==> config.mk <==
export PLATFORM = sky130hd
export DESIGN_NAME = dual_dac_serial_control
export DESIGN_NICKNAME = d
export VERILOG_FILES = /design/src/rtl/dual_dac_pkg.sv /design/src/rtl/pin_sync.sv /design/src/rtl/word_decoder.sv /design/src/rtl/dual_dac_serial_control.sv
export SDC_FILE = /design/constraint.sdc
export NUM_CORES = 1
export LEC_CHECK = 0
export ABC_AREA = 1
export BUFFER_PORTS_ARGS = -buffer_cell sky130_fd_sc_hd__buf_2
export CAP_MARGIN = 40
export CORE_MARGIN = 2
export CORE_UTILIZATION = 55
export CTS_CLUSTER_DIAMETER = 50
export DETAILED_ROUTE_END_ITERATION = 8
export PLACE_DENSITY_LB_ADDON = 0.08
export SLEW_MARGIN = 20
export SYNTH_ARGS = -nofsm -noshare
export SYNTH_HDL_FRONTEND = slang
export SYNTH_SLANG_ARGS = --single-unit
==> constraint.sdc <==
create_clock -name clk -period 2.85 [get_ports clk]
set_clock_uncertainty 0.1 [all_clocks]
set_input_delay 0.1425 -clock clk [delete_from_list [all_inputs] [get_ports clk]]
set_output_delay 0.1425 -clock clk [all_outputs]
set_load 0.01 [all_outputs]
==> src/rtl/dual_dac_pkg.sv <==
// Shared constants and types of the dual converter serial control block
package dual_dac_pkg;

  localparam int unsigned WORD_W = 16;
  localparam int unsigned DATA_W = 12;
  localparam int unsigned CNT_W  = 5;

  // Command word field positions
  localparam int unsigned CTRL_LOAD_HI       = 15;
  localparam int unsigned CTRL_LOAD_LO       = 14;
  localparam int unsigned CTRL_CHANNEL_SEL   = 13;
  localparam int unsigned CTRL_POWERDOWN_SEL = 12;
  localparam int unsigned PD_TERM_HI         = 11;
  localparam int unsigned PD_TERM_LO         = 10;

  // Bits received before a word is complete
  localparam logic [4:0] WORD_BITS = 5'h10;
  localparam logic [4:0] LAST_BIT  = 5'h0F;
  localparam logic [4:0] CNT_RESET = 5'h00;

  localparam logic [15:0] WORD_RESET = 16'h0000;
  localparam logic [11:0] CODE_RESET = 12'h000;

  // Pin bundle positions for the input synchroniser
  localparam int unsigned PIN_SCLK    = 0;
  localparam int unsigned PIN_FRAME   = 1;
  localparam int unsigned PIN_SDATA   = 2;
  localparam int unsigned PIN_CHAIN   = 3;
  localparam int unsigned PIN_CLEAR_N = 4;
  localparam int unsigned PIN_COUNT   = 5;
  // Serial clock, frame select and clear idle high, so reset shows no false edge
  localparam logic [4:0] PIN_RESET = 5'h13;

  typedef enum logic [1:0] {
    TERM_HIZ    = 2'h0,
    TERM_LOW_R  = 2'h1,
    TERM_HIGH_R = 2'h2
  } term_type;

endpackage : dual_dac_pkg

==> src/rtl/pin_sync.sv <==
// Two-stage pin synchroniser with edge detection per bit
`timescale 1ns/1ps
module pin_sync #(
  parameter int unsigned         WIDTH     = 5,
  parameter logic [WIDTH-1:0]    RESET_VAL = '0
) (
  input  wire logic             clk,
  input  wire logic             resetn,
  input  wire logic [WIDTH-1:0] pinIn,
  output logic      [WIDTH-1:0] level,
  output logic      [WIDTH-1:0] rise,
  output logic      [WIDTH-1:0] fall
);

  typedef struct packed {
    logic [WIDTH-1:0] meta;
    logic [WIDTH-1:0] stable;
    logic [WIDTH-1:0] prev;
  } sync_state_type;

  sync_state_type state_q;
  sync_state_type state_d;

  always_comb begin
    state_d        = state_q;
    state_d.meta   = pinIn;
    state_d.stable = state_q.meta;
    state_d.prev   = state_q.stable;
  end

  always_ff @(posedge clk) begin
    if (!resetn) begin
      state_q <= '{meta: RESET_VAL, stable: RESET_VAL, prev: RESET_VAL};
    end else begin
      state_q <= state_d;
    end
  end

  // Edges look only at the second stage and its delayed copy
  for (genvar i = 0; i < WIDTH; i++) begin : g_edge
    assign level[i] = state_q.stable[i];
    assign rise[i]  = state_q.stable[i] & ~state_q.prev[i];
    assign fall[i]  = ~state_q.stable[i] & state_q.prev[i];
  end

endmodule : pin_sync

==> src/rtl/word_decoder.sv <==
// Command word decoder: next register and power state of both channels
`timescale 1ns/1ps
module word_decoder (
  input  wire logic [15:0]          word,
  input  wire logic [11:0]          inA,
  input  wire logic [11:0]          inB,
  input  wire logic [11:0]          dacA,
  input  wire logic [11:0]          dacB,
  input  wire logic                 pdA,
  input  wire logic                 pdB,
  input  dual_dac_pkg::term_type    termA,
  input  dual_dac_pkg::term_type    termB,
  output logic      [11:0]          inANext,
  output logic      [11:0]          inBNext,
  output logic      [11:0]          dacANext,
  output logic      [11:0]          dacBNext,
  output logic                      pdANext,
  output logic                      pdBNext,
  output dual_dac_pkg::term_type    termANext,
  output dual_dac_pkg::term_type    termBNext
);

  logic [1:0]             load;
  logic                   chSel;
  logic                   pdCmd;
  logic [11:0]            data;
  logic [1:0]             pdCode;
  dual_dac_pkg::term_type term;

  always_comb begin
    load   = {word[dual_dac_pkg::CTRL_LOAD_HI], word[dual_dac_pkg::CTRL_LOAD_LO]};
    chSel  = word[dual_dac_pkg::CTRL_CHANNEL_SEL];
    pdCmd  = word[dual_dac_pkg::CTRL_POWERDOWN_SEL];
    data   = word[11:0];
    pdCode = {word[dual_dac_pkg::PD_TERM_HI], word[dual_dac_pkg::PD_TERM_LO]};
    unique case (pdCode)
      2'h1:    term = dual_dac_pkg::TERM_LOW_R;
      2'h2:    term = dual_dac_pkg::TERM_HIGH_R;
      default: term = dual_dac_pkg::TERM_HIZ;
    endcase
    inANext   = inA;
    inBNext   = inB;
    dacANext  = dacA;
    dacBNext  = dacB;
    pdANext   = pdA;
    pdBNext   = pdB;
    termANext = termA;
    termBNext = termB;
    if (pdCmd) begin
      // Channel A unless B alone, channel B unless A alone
      if (load != 2'h2) begin
        pdANext   = 1'b1;
        termANext = term;
      end
      if (load != 2'h1) begin
        pdBNext   = 1'b1;
        termBNext = term;
      end
    end else begin
      unique case (load)
        2'h0: begin
          if (chSel) inBNext = data;
          else inANext = data;
        end
        2'h1: begin
          inANext  = data;
          dacANext = data;
          pdANext  = 1'b0;
          if (chSel) begin
            dacBNext = inB;
            pdBNext  = 1'b0;
          end
        end
        2'h2: begin
          inBNext  = data;
          dacBNext = data;
          pdBNext  = 1'b0;
          if (chSel) begin
            dacANext = inA;
            pdANext  = 1'b0;
          end
        end
        2'h3: begin
          pdANext = 1'b0;
          pdBNext = 1'b0;
          if (chSel) begin
            dacANext = inA;
            dacBNext = inB;
          end else begin
            inANext  = data;
            inBNext  = data;
            dacANext = data;
            dacBNext = data;
          end
        end
      endcase
    end
  end

endmodule : word_decoder

==> src/rtl/dual_dac_serial_control.sv <==
// Serial command front end and register set of a dual 12-bit converter
// Operation
// - Power down one or both, three terminations
// - Clear low zeroes outputs and registers
// - After clear, update waits for frame high
// - Sixteen-bit word: four control, twelve data
// - Data is unsigned straight binary
// - MSB first; two top bits pick registers
// - Third bit picks channel A, B, both
// - Fourth bit picks data or power-down
// - Both top bits set update both channels
// - Data accepted only while frame low
// - Shift on serial clock falls, sixteen pulses
// - No chain: execute at sixteenth fall
// - No chain: early frame rise drops word
// - Chain: output is input delayed sixteen
// - Chain: execute last word at frame rise
// - Chain output released unless chaining framed
// - Chain: frame toggles need a full clock pulse
// - Termination and channel of power-down
// - Store, update and cross-copy data commands
// - Power-up clears registers, zero outputs
`timescale 1ns/1ps
module dual_dac_serial_control (
  input  wire logic               clk,
  input  wire logic               resetn,
  input  wire logic               frameSelN,
  input  wire logic               serialClk,
  input  wire logic               serialIn,
  input  wire logic               chainEnable,
  input  wire logic               asyncClearN,
  output logic                    chainOut,
  output logic                    chainOutEn,
  output logic      [11:0]        dacCodeA,
  output logic      [11:0]        dacCodeB,
  output logic                    powerDownA,
  output logic                    powerDownB,
  output dual_dac_pkg::term_type  termSelA,
  output dual_dac_pkg::term_type  termSelB,
  output logic                    updateStrobe
);

  //////////////////////////////////////////////////////////////////////////////

  typedef struct packed {
    logic [15:0]            shiftReg;
    logic [4:0]             bitCount;
    logic                   stale;
    logic                   chainInit;
    logic [11:0]            inA;
    logic [11:0]            inB;
    logic [11:0]            dacA;
    logic [11:0]            dacB;
    logic                   pdA;
    logic                   pdB;
    dual_dac_pkg::term_type termA;
    dual_dac_pkg::term_type termB;
    logic                   chain_out;
    logic                   sdoEn;
    logic                   update;
  } ctrl_state_type;

  ctrl_state_type state_q;
  ctrl_state_type state_d;

  //////////////////////////////////////////////////////////////////////////////

  logic [4:0] pinRaw;
  logic [4:0] pinLevel;
  logic [4:0] pinRise;
  logic [4:0] pinFall;

  assign pinRaw = {asyncClearN, chainEnable, serialIn, frameSelN, serialClk};

  // Serial clock and data share one delay, so each sample stays aligned
  pin_sync #(
    .WIDTH     (dual_dac_pkg::PIN_COUNT),
    .RESET_VAL (dual_dac_pkg::PIN_RESET)
  ) u_pin_sync (
    .clk    (clk),
    .resetn (resetn),
    .pinIn  (pinRaw),
    .level  (pinLevel),
    .rise   (pinRise),
    .fall   (pinFall)
  );

  logic sclkFall;
  logic frameLow;
  logic frameRise;
  logic frameFall;
  logic sdata;
  logic chainMode;
  logic clearing;

  assign sclkFall  = pinFall[dual_dac_pkg::PIN_SCLK];
  assign frameLow  = ~pinLevel[dual_dac_pkg::PIN_FRAME];
  assign frameRise = pinRise[dual_dac_pkg::PIN_FRAME];
  assign frameFall = pinFall[dual_dac_pkg::PIN_FRAME];
  assign sdata     = pinLevel[dual_dac_pkg::PIN_SDATA];
  assign chainMode = pinLevel[dual_dac_pkg::PIN_CHAIN];
  assign clearing  = ~pinLevel[dual_dac_pkg::PIN_CLEAR_N];

  //////////////////////////////////////////////////////////////////////////////

  logic        shifting;
  logic        execNoChain;
  logic        execChain;
  logic        execute;
  logic [15:0] shiftNext;
  logic [15:0] execWord;

  // Shifting stops after sixteen bits unless the chain passes data on
  assign shifting = sclkFall && frameLow && !state_q.stale
                    && !state_q.chainInit && !frameFall
                    && (chainMode || state_q.bitCount != dual_dac_pkg::WORD_BITS);

  assign shiftNext = {state_q.shiftReg[14:0], sdata};

  assign execNoChain = shifting && !chainMode
                       && state_q.bitCount == dual_dac_pkg::LAST_BIT;

  // A partial chained frame is dropped as in plain mode
  assign execChain = frameRise && chainMode && !state_q.stale
                     && state_q.bitCount == dual_dac_pkg::WORD_BITS;

  assign execute  = !clearing && (execNoChain || execChain);
  assign execWord = execNoChain ? shiftNext : state_q.shiftReg;

  logic [11:0]            inANext;
  logic [11:0]            inBNext;
  logic [11:0]            dacANext;
  logic [11:0]            dacBNext;
  logic                   pdANext;
  logic                   pdBNext;
  dual_dac_pkg::term_type termANext;
  dual_dac_pkg::term_type termBNext;

  word_decoder u_word_decoder (
    .word      (execWord),
    .inA       (state_q.inA),
    .inB       (state_q.inB),
    .dacA      (state_q.dacA),
    .dacB      (state_q.dacB),
    .pdA       (state_q.pdA),
    .pdB       (state_q.pdB),
    .termA     (state_q.termA),
    .termB     (state_q.termB),
    .inANext   (inANext),
    .inBNext   (inBNext),
    .dacANext  (dacANext),
    .dacBNext  (dacBNext),
    .pdANext   (pdANext),
    .pdBNext   (pdBNext),
    .termANext (termANext),
    .termBNext (termBNext)
  );

  //////////////////////////////////////////////////////////////////////////////

  always_comb begin
    state_d        = state_q;
    state_d.update = 1'b0;
    state_d.sdoEn  = chainMode && frameLow;
    if (frameFall) begin
      state_d.bitCount = dual_dac_pkg::CNT_RESET;
    end else if (shifting) begin
      state_d.shiftReg = shiftNext;
      if (state_q.bitCount != dual_dac_pkg::WORD_BITS) begin
        state_d.bitCount = state_q.bitCount + 5'h01;
      end
    end
    // Register end feeds the next device: sixteen clocks of delay
    if (shifting && chainMode) begin
      state_d.chain_out = state_q.shiftReg[15];
    end
    // Chained interface re-arms on a clock fall after the frame or on a clear
    if (frameRise && chainMode) begin
      state_d.chainInit = 1'b1;
    end else if (sclkFall && !frameLow) begin
      state_d.chainInit = 1'b0;
    end
    // A frame open during clear is not trusted; frame high re-arms
    if (!frameLow) begin
      state_d.stale = 1'b0;
    end
    if (frameRise && !chainMode) begin
      state_d.bitCount = dual_dac_pkg::CNT_RESET;
    end
    if (execute) begin
      state_d.inA    = inANext;
      state_d.inB    = inBNext;
      state_d.dacA   = dacANext;
      state_d.dacB   = dacBNext;
      state_d.pdA    = pdANext;
      state_d.pdB    = pdBNext;
      state_d.termA  = termANext;
      state_d.termB  = termBNext;
      state_d.update = 1'b1;
    end
    if (clearing) begin
      state_d.shiftReg  = dual_dac_pkg::WORD_RESET;
      state_d.bitCount  = dual_dac_pkg::CNT_RESET;
      state_d.inA       = dual_dac_pkg::CODE_RESET;
      state_d.inB       = dual_dac_pkg::CODE_RESET;
      state_d.dacA      = dual_dac_pkg::CODE_RESET;
      state_d.dacB      = dual_dac_pkg::CODE_RESET;
      state_d.pdA       = 1'b0;
      state_d.pdB       = 1'b0;
      state_d.termA     = dual_dac_pkg::TERM_HIZ;
      state_d.termB     = dual_dac_pkg::TERM_HIZ;
      state_d.chain_out       = 1'b0;
      state_d.chainInit = 1'b0;
      state_d.stale     = 1'b1;
    end
  end

  always_ff @(posedge clk) begin
    if (!resetn) begin
      state_q <= '{
        shiftReg:  dual_dac_pkg::WORD_RESET,
        bitCount:  dual_dac_pkg::CNT_RESET,
        stale:     1'b0,
        chainInit: 1'b0,
        inA:       dual_dac_pkg::CODE_RESET,
        inB:       dual_dac_pkg::CODE_RESET,
        dacA:      dual_dac_pkg::CODE_RESET,
        dacB:      dual_dac_pkg::CODE_RESET,
        pdA:       1'b0,
        pdB:       1'b0,
        termA:     dual_dac_pkg::TERM_HIZ,
        termB:     dual_dac_pkg::TERM_HIZ,
        chain_out:       1'b0,
        sdoEn:     1'b0,
        update:    1'b0
      };
    end else begin
      state_q <= state_d;
    end
  end

  assign chainOut     = state_q.chain_out;
  assign chainOutEn   = state_q.sdoEn;
  assign dacCodeA     = state_q.dacA;
  assign dacCodeB     = state_q.dacB;
  assign powerDownA   = state_q.pdA;
  assign powerDownB   = state_q.pdB;
  assign termSelA     = state_q.termA;
  assign termSelB     = state_q.termB;
  assign updateStrobe = state_q.update;
endmodule : dual_dac_serial_control

=== After elaboration in Yosys (flattened, before gate mapping) ===
Cells that the tools add are included.

* Add/subtract/negate cells: 1
* Equal/unequal tests: 18
* Multiplexer cells: 33
* Bitwise logic cells: 10
* Reductions and logical operators: 43

{| class="wikitable"
|+ Operators with widths
! kind !! number
|-
| $mux 12 || 9
|-
| $pmux 12 s3 || 3
|-
| $mux 57 || 1
|-
| $mux 54 || 1
|-
| $pmux 12 s2 || 1
|-
| $reduce_and 4->1 || 5
|-
| $mux 16 || 1
|-
| $logic_and 1x1->1 || 15
|-
| $reduce_bool 3->1 || 4
|-
| $mux 1 || 10
|-
| $ne 2x2->1 const B || 5
|-
| $reduce_and 3->1 || 3
|-
| $mux 2 || 4
|-
| $not 1->1 || 7
|-
| $eq 2x2->1 const B || 3
|-
| $ne 2x1->1 const B || 3
|-
| $ne 3x3->1 const B || 2
|-
| $reduce_and 2->1 || 3
|-
| $reduce_or 2->1 || 3
|-
| $add 5x1->5 const B || 1
|-
| $eq 5x4->1 const B || 1
|-
| $eq 5x5->1 const B || 1
|-
| $ne 5x5->1 const B || 1
|-
| $eq 2x1->1 const B || 2
|-
| 8 further kinds || 16
|}

* Bits in registers: 92
* Input bits: 7

=== Logic depth before layout (Yosys ltp) ===
* Depth in word-level cells: 16
* Mapped depth: 21

=== Cells and area by module ===
From an unflattened synthesis, not the netlist that was laid out.

* Cell total of the unflattened synthesis: 1,046
* Area total of the unflattened synthesis: 6,114.6 um2

{| class="wikitable"
|+ By module, submodules not included
! module !! times used !! cells an instance !! area an instance (um2) !! sequential area each (um2)
|-
| dual_dac_serial_control || 1 || 580 || 3,865.0 || 1,601.5
|-
| word_decoder || 1 || 398 || 1,721.7 || 0.0
|-
| pin_sync || 1 || 68 || 528.0 || 300.3
|}

=== Worst setup path before layout ===
No wires, ideal clock.

* Kind: reg-to-reg
* From: register state_q[59] (netlist bit)
* To: register state_q (netlist bit termSelA[1])
* Setup time: 0.128 ns
* Arrival: 2.916 ns
* Path slack: -0.294 ns
* Stages on the path, launching flop included: 21
* Clock period less this slack: 3.144 ns
* Cells stage by stage: dfxtp_1 -> ha_1 -> inv_1 -> nor3_1 -> ha_1 -> inv_1 -> nor2_1 -> nand3_2 -> buf_6 -> nand2_1 -> o21ai_4 -> inv_2 -> buf_4 -> ha_1 -> clkbuf_1 -> clkbuf_1 -> inv_1 -> nand2_1 -> nor2_1 -> a21oi_1 -> nor2_1

* Cells in the longest elaborated chain, start to end: 8
* Elaborated cells between the ends (all ways): 16
* Those cells by class: 6 x eq/ne; 2 x mux; 8 x reduce/logical

{| class="wikitable"
|+ RTL lines
! what !! RTL line !! text
|-
| from (decl) || dual_dac_serial_control.sv:63 || <nowiki>ctrl_state_type state_q;</nowiki>
|-
| from (signal assigned) || dual_dac_serial_control.sv:220 || <nowiki>state_q <= '{</nowiki>
|-
| from (signal assigned) || dual_dac_serial_control.sv:238 || <nowiki>state_q <= state_d;</nowiki>
|-
| $ne 5x5->1 || dual_dac_serial_control.sv:116 || <nowiki>&& (chainMode || state_q.bitCount != dual_dac_pkg::WORD_BITS);</nowiki>
|-
| $logic_or 1x1->1 || dual_dac_serial_control.sv:116 ||
|-
| $logic_and 1x1->1 || dual_dac_serial_control.sv:116 ||
|-
| $logic_and 1x1->1 || dual_dac_serial_control.sv:120 || <nowiki>assign execNoChain = shifting && !chainMode</nowiki>
|-
| $logic_and 1x1->1 || dual_dac_serial_control.sv:121 || <nowiki>&& state_q.bitCount == dual_dac_pkg::LAST_BIT;</nowiki>
|-
| $mux 16 or $logic_or 1x1->1 (tied branches) || dual_dac_serial_control.sv:128, dual_dac_serial_control.sv:127 ||
|-
| $eq 2x2->1 (tied with other cells) || word_decoder.sv:36 || <nowiki>unique case (pdCode)</nowiki>
|-
| $pmux 2 s2 or $reduce_and 3->1 (tied branches) || - ||
|}

Parallel ways exist; a longest one is shown, timed or not.
A chain may end at the register's enable or synchronous reset.

=== Worst setup path in the final report ===
* From: register state_q[61] (netlist bit)
* To: register state_q[56] (netlist bit)

* Cells in the longest elaborated chain, start to end: 10
* Elaborated cells between the ends (all ways): 20
* Those cells by class: 5 x eq/ne; 3 x mux; 1 x bitwise; 11 x reduce/logical

{| class="wikitable"
|+ RTL lines
! what !! RTL line !! text
|-
| $ne 5x5->1 || dual_dac_serial_control.sv:116 ||
|-
| $logic_or 1x1->1 || dual_dac_serial_control.sv:116 ||
|-
| $logic_and 1x1->1 || dual_dac_serial_control.sv:116 ||
|-
| $logic_and 1x1->1 || dual_dac_serial_control.sv:120 ||
|-
| $logic_and 1x1->1 || dual_dac_serial_control.sv:121 ||
|-
| $mux 16 || dual_dac_serial_control.sv:128 || <nowiki>assign execWord = execNoChain ? shiftNext : state_q.shiftReg;</nowiki>
|-
| $eq 2x2->1 or $logic_not 2->1 (tied branches) || word_decoder.sv:60 || <nowiki>unique case (load)</nowiki>
|-
| $reduce_or 2->1 (no source line) || - ||
|-
| $reduce_bool 2->1 (no source line) || - ||
|-
| $reduce_and 3->1 (no source line) || - ||
|}

Parallel ways exist; a longest one is shown, timed or not.

==> flow_summary.ini <==
[outcome]
run_status = finished clean

[cells_and_area]
diodes = 0
drive_gt1_share_pct = 13.7
syn2layout_area_growth_pct = 9.76
final_area_um2 = 5650
fin_nets = 846

[placed_design]
hpwl_um = 9350
place_area_um2 = 5300
port_buffers = 39
gp_congestion = 0.981

[drt]
finalWirelength_um = 13500
met3_length_um = 878
dr.pass1.iters = 5
wl_met2_um = 6150
ant_nets = 0
drcViolationCount = 0
vias = 4997
drt-vias-per-instance = 5.29
wl_per_cell_um = 14.3
drt-initial-drc-count = 361
wl_met1_um = 6340
top_layer_used = met4

[cts]
cts_root_buffer = clkbuf_8
clock_latency_ns = 0.36
cts_buffers = 9
cts_max_level = 3
clk_pin_slew_worst_paths_ns = 0.10
clk_path_buf_depth = 2
postCtsSetupBuffers = 0
cts_tree = yes
clock_sinks = 92

[timing]
rsz0062_at_grt = false
fin_crit_ns = 2.65
tightestPinTransition_ns = 0.513
fin_tns_setup_ns = 0
hold_violations = 0
period_share_pct = 92.8
drv_slew = 0
slew_headroom_pct = 65.8
fmax_mhz = 378
setup_viol = 0

[floorplan]
start_util_pct = 56.3
die_w_um = 101
pin_count = 40
coreArea_um2 = 9150
dieHeight_um = 101
rows = 35
dieArea_um2 = 10200

[setup_path]
cp-start-kind = flop
crit_fanout = 24
cp_slowest_stage_delay_ns = 0.40
crit_chain = inv_1, nor3_2, ha_1, inv_1, nor2_4, nand3_4, o21ai_4, inv_2, buf_6, ha_1, inv_1, buf_12, nor2_1, nor2_1, a21oi_1
critPathArrivalTime_ns = 2.80
path_common_cell = inv_1
critical_path_required_ns = 3.01
cp_top_family = buffers and inverters
cp_num_buf_inv = 6
slowest_stage = dfxtp_1
crit_type = flop to flop
end_kind = flop

[yosys]
yosys.area.top_type_share_pct = 35.8
synth_common_cells = 276 x nand2_1, 92 x dfxtp_1, 91 x nor2_1
ys_types = 28
synth_warnings = 0
ys_seq_elements = 92
syn_inst = 815
seq_area_frac_synth_pct = 35.8
synth.avg_cell_area_um2 = 6.32
syn_area_um2 = 5150
synthTopCellsByArea = dfxtp_1 36%, nand2_1 20%, a21oi_1 7.1%
async_flop_share_pct = 0
synth_edf_count = 0
yosys.area.top_type = dfxtp_1
yosysMostFrequentCell = nand2_1
synth_flop_cell = dfxtp_1
syn_nets = 832

[global_route]
grt_use_total_pct = 27.9
grt_max_degree = 43
grt_antenna_before_repair = 0
grt_overflow = 0
grt_first_pass_wirelength_um = 22400
grt_pass1_vias = 4601

[power]
power_density_nw_per_um2 = 413
leakagePower_uw = 0.00266
peakVddDrop_v = 0.000281

[job]
drv_cap = 0

[worst_hold_path]
hp-class = flop to flop
cells by family (layout without fill, tap and decap cells):
group                      count (synthesis)  count (layout)  share of synthesized area [%]
AOI/OAI and AO/OA                        121             121                           12.2
DFF                                       92              92                           35.8
and+or+nand+nor                          436             436                           35.4
buffers and inverters                    156             175                           14.1
adders and majority gates                 10              10                           2.43
through the flow:
| step | total power [uW] | std cells | hold slack [ns] | util [%] | worst slack, ns |
|---|---|---|---|---|---|
| 2_1_floorplan | 1390 | 815 | 0.140 | - | 0.0385 |
| 3_3_place_gp | 1420 | 920 | 0.226 | 57.9 | 0.115 |
| 3_5_place_dp | 1420 | 920 | 0.230 | 57.9 | 0.0369 |
| 4_1_cts | 2350 | 944 | 0.323 | 61.0 | 0.0161 |
| 5_1_grt | 2410 | 945 | 0.341 | 61.8 | 0.0363 |
| 6_report | 2340 | 945 | 0.320 | 61.8 | 0.205 |
tightest hold or removal path: stages, from the launching register on:
cell     delay, ns
dfxtp_1       0.32
nand2_1       0.04
inv_1         0.04
layout make-up:
cell class              instances  area (um2)
clock buffers                   9         124
inverters                      87         330
repair inverters                1        7.51
fillers                       894        3500
clock inverters                 7        78.8
flip-flops and latches         92        1840
repair buffers                 71         488
well taps                     111         139
multi-input cells             567        2640
routing by layer:
metal	global-route usage [%]	vias up
li1	-	2545
met1	38.6	2275
met2	45.2	163
met3	4.65	14
met4	7.17	0
met5	0	-
final timing paths:
kind	cells past startpoint	endpoint	slack, ns	start
setup / recovery	15	state_q[56]$_SDFFE_PN0P_	0.20	state_q[61]$_SDFFE_PP0P_
hold / removal	2	u_pin_sync.level[3]$_SDFF_PN0_	0.32	u_pin_sync.state_d[8]$_SDFF_PN0_
setup reg to reg	15	state_q[56]$_SDFFE_PN0P_	0.20	state_q[61]$_SDFFE_PP0P_
hold reg to reg	2	u_pin_sync.level[3]$_SDFF_PN0_	0.32	u_pin_sync.state_d[8]$_SDFF_PN0_
flip-flops by register name, summed over array words and instances, names as in the netlist:
signal              flops
dacCodeA               12
u_pin_sync.state_d      5
termSelB                2
dacCodeB               12
termSelA                2
state_q                32
u_pin_sync.level        5
u_pin_sync.state_q      2
shiftNext              15
chainOut                1
powerDownA              1
chainOutEn              1
updateStrobe            1
powerDownB              1
power breakdown:
part           internal [uW]  total (uW)  leakage, uW  switching, uW
Combinational           33.4        99.5      0.00181           66.1
Sequential              1290        1300     0.000745           6.11
Clock                    420         936     0.000105            516
cells in the final DEF (no fill, tap or decap), drive strengths merged, types with 10 or more instances in the layout:
cell   synthesis  layout
a21oi         73      73
buf           47      63
dfxtp         92      92
ha            10      10
inv           87      91
nand2        281     281
nand3         34      34
nand4         15      15
nor2          93      93
o21ai         42      42
what timing repair did:
action | in CTS | in global routing
endpoints found under the hold margin | 8 | 0
setup endpoints to repair | 0 | 51
hold buffers | 8 | 0
resized for setup | 0 | 16
Power figures use the tool's default switching activity.
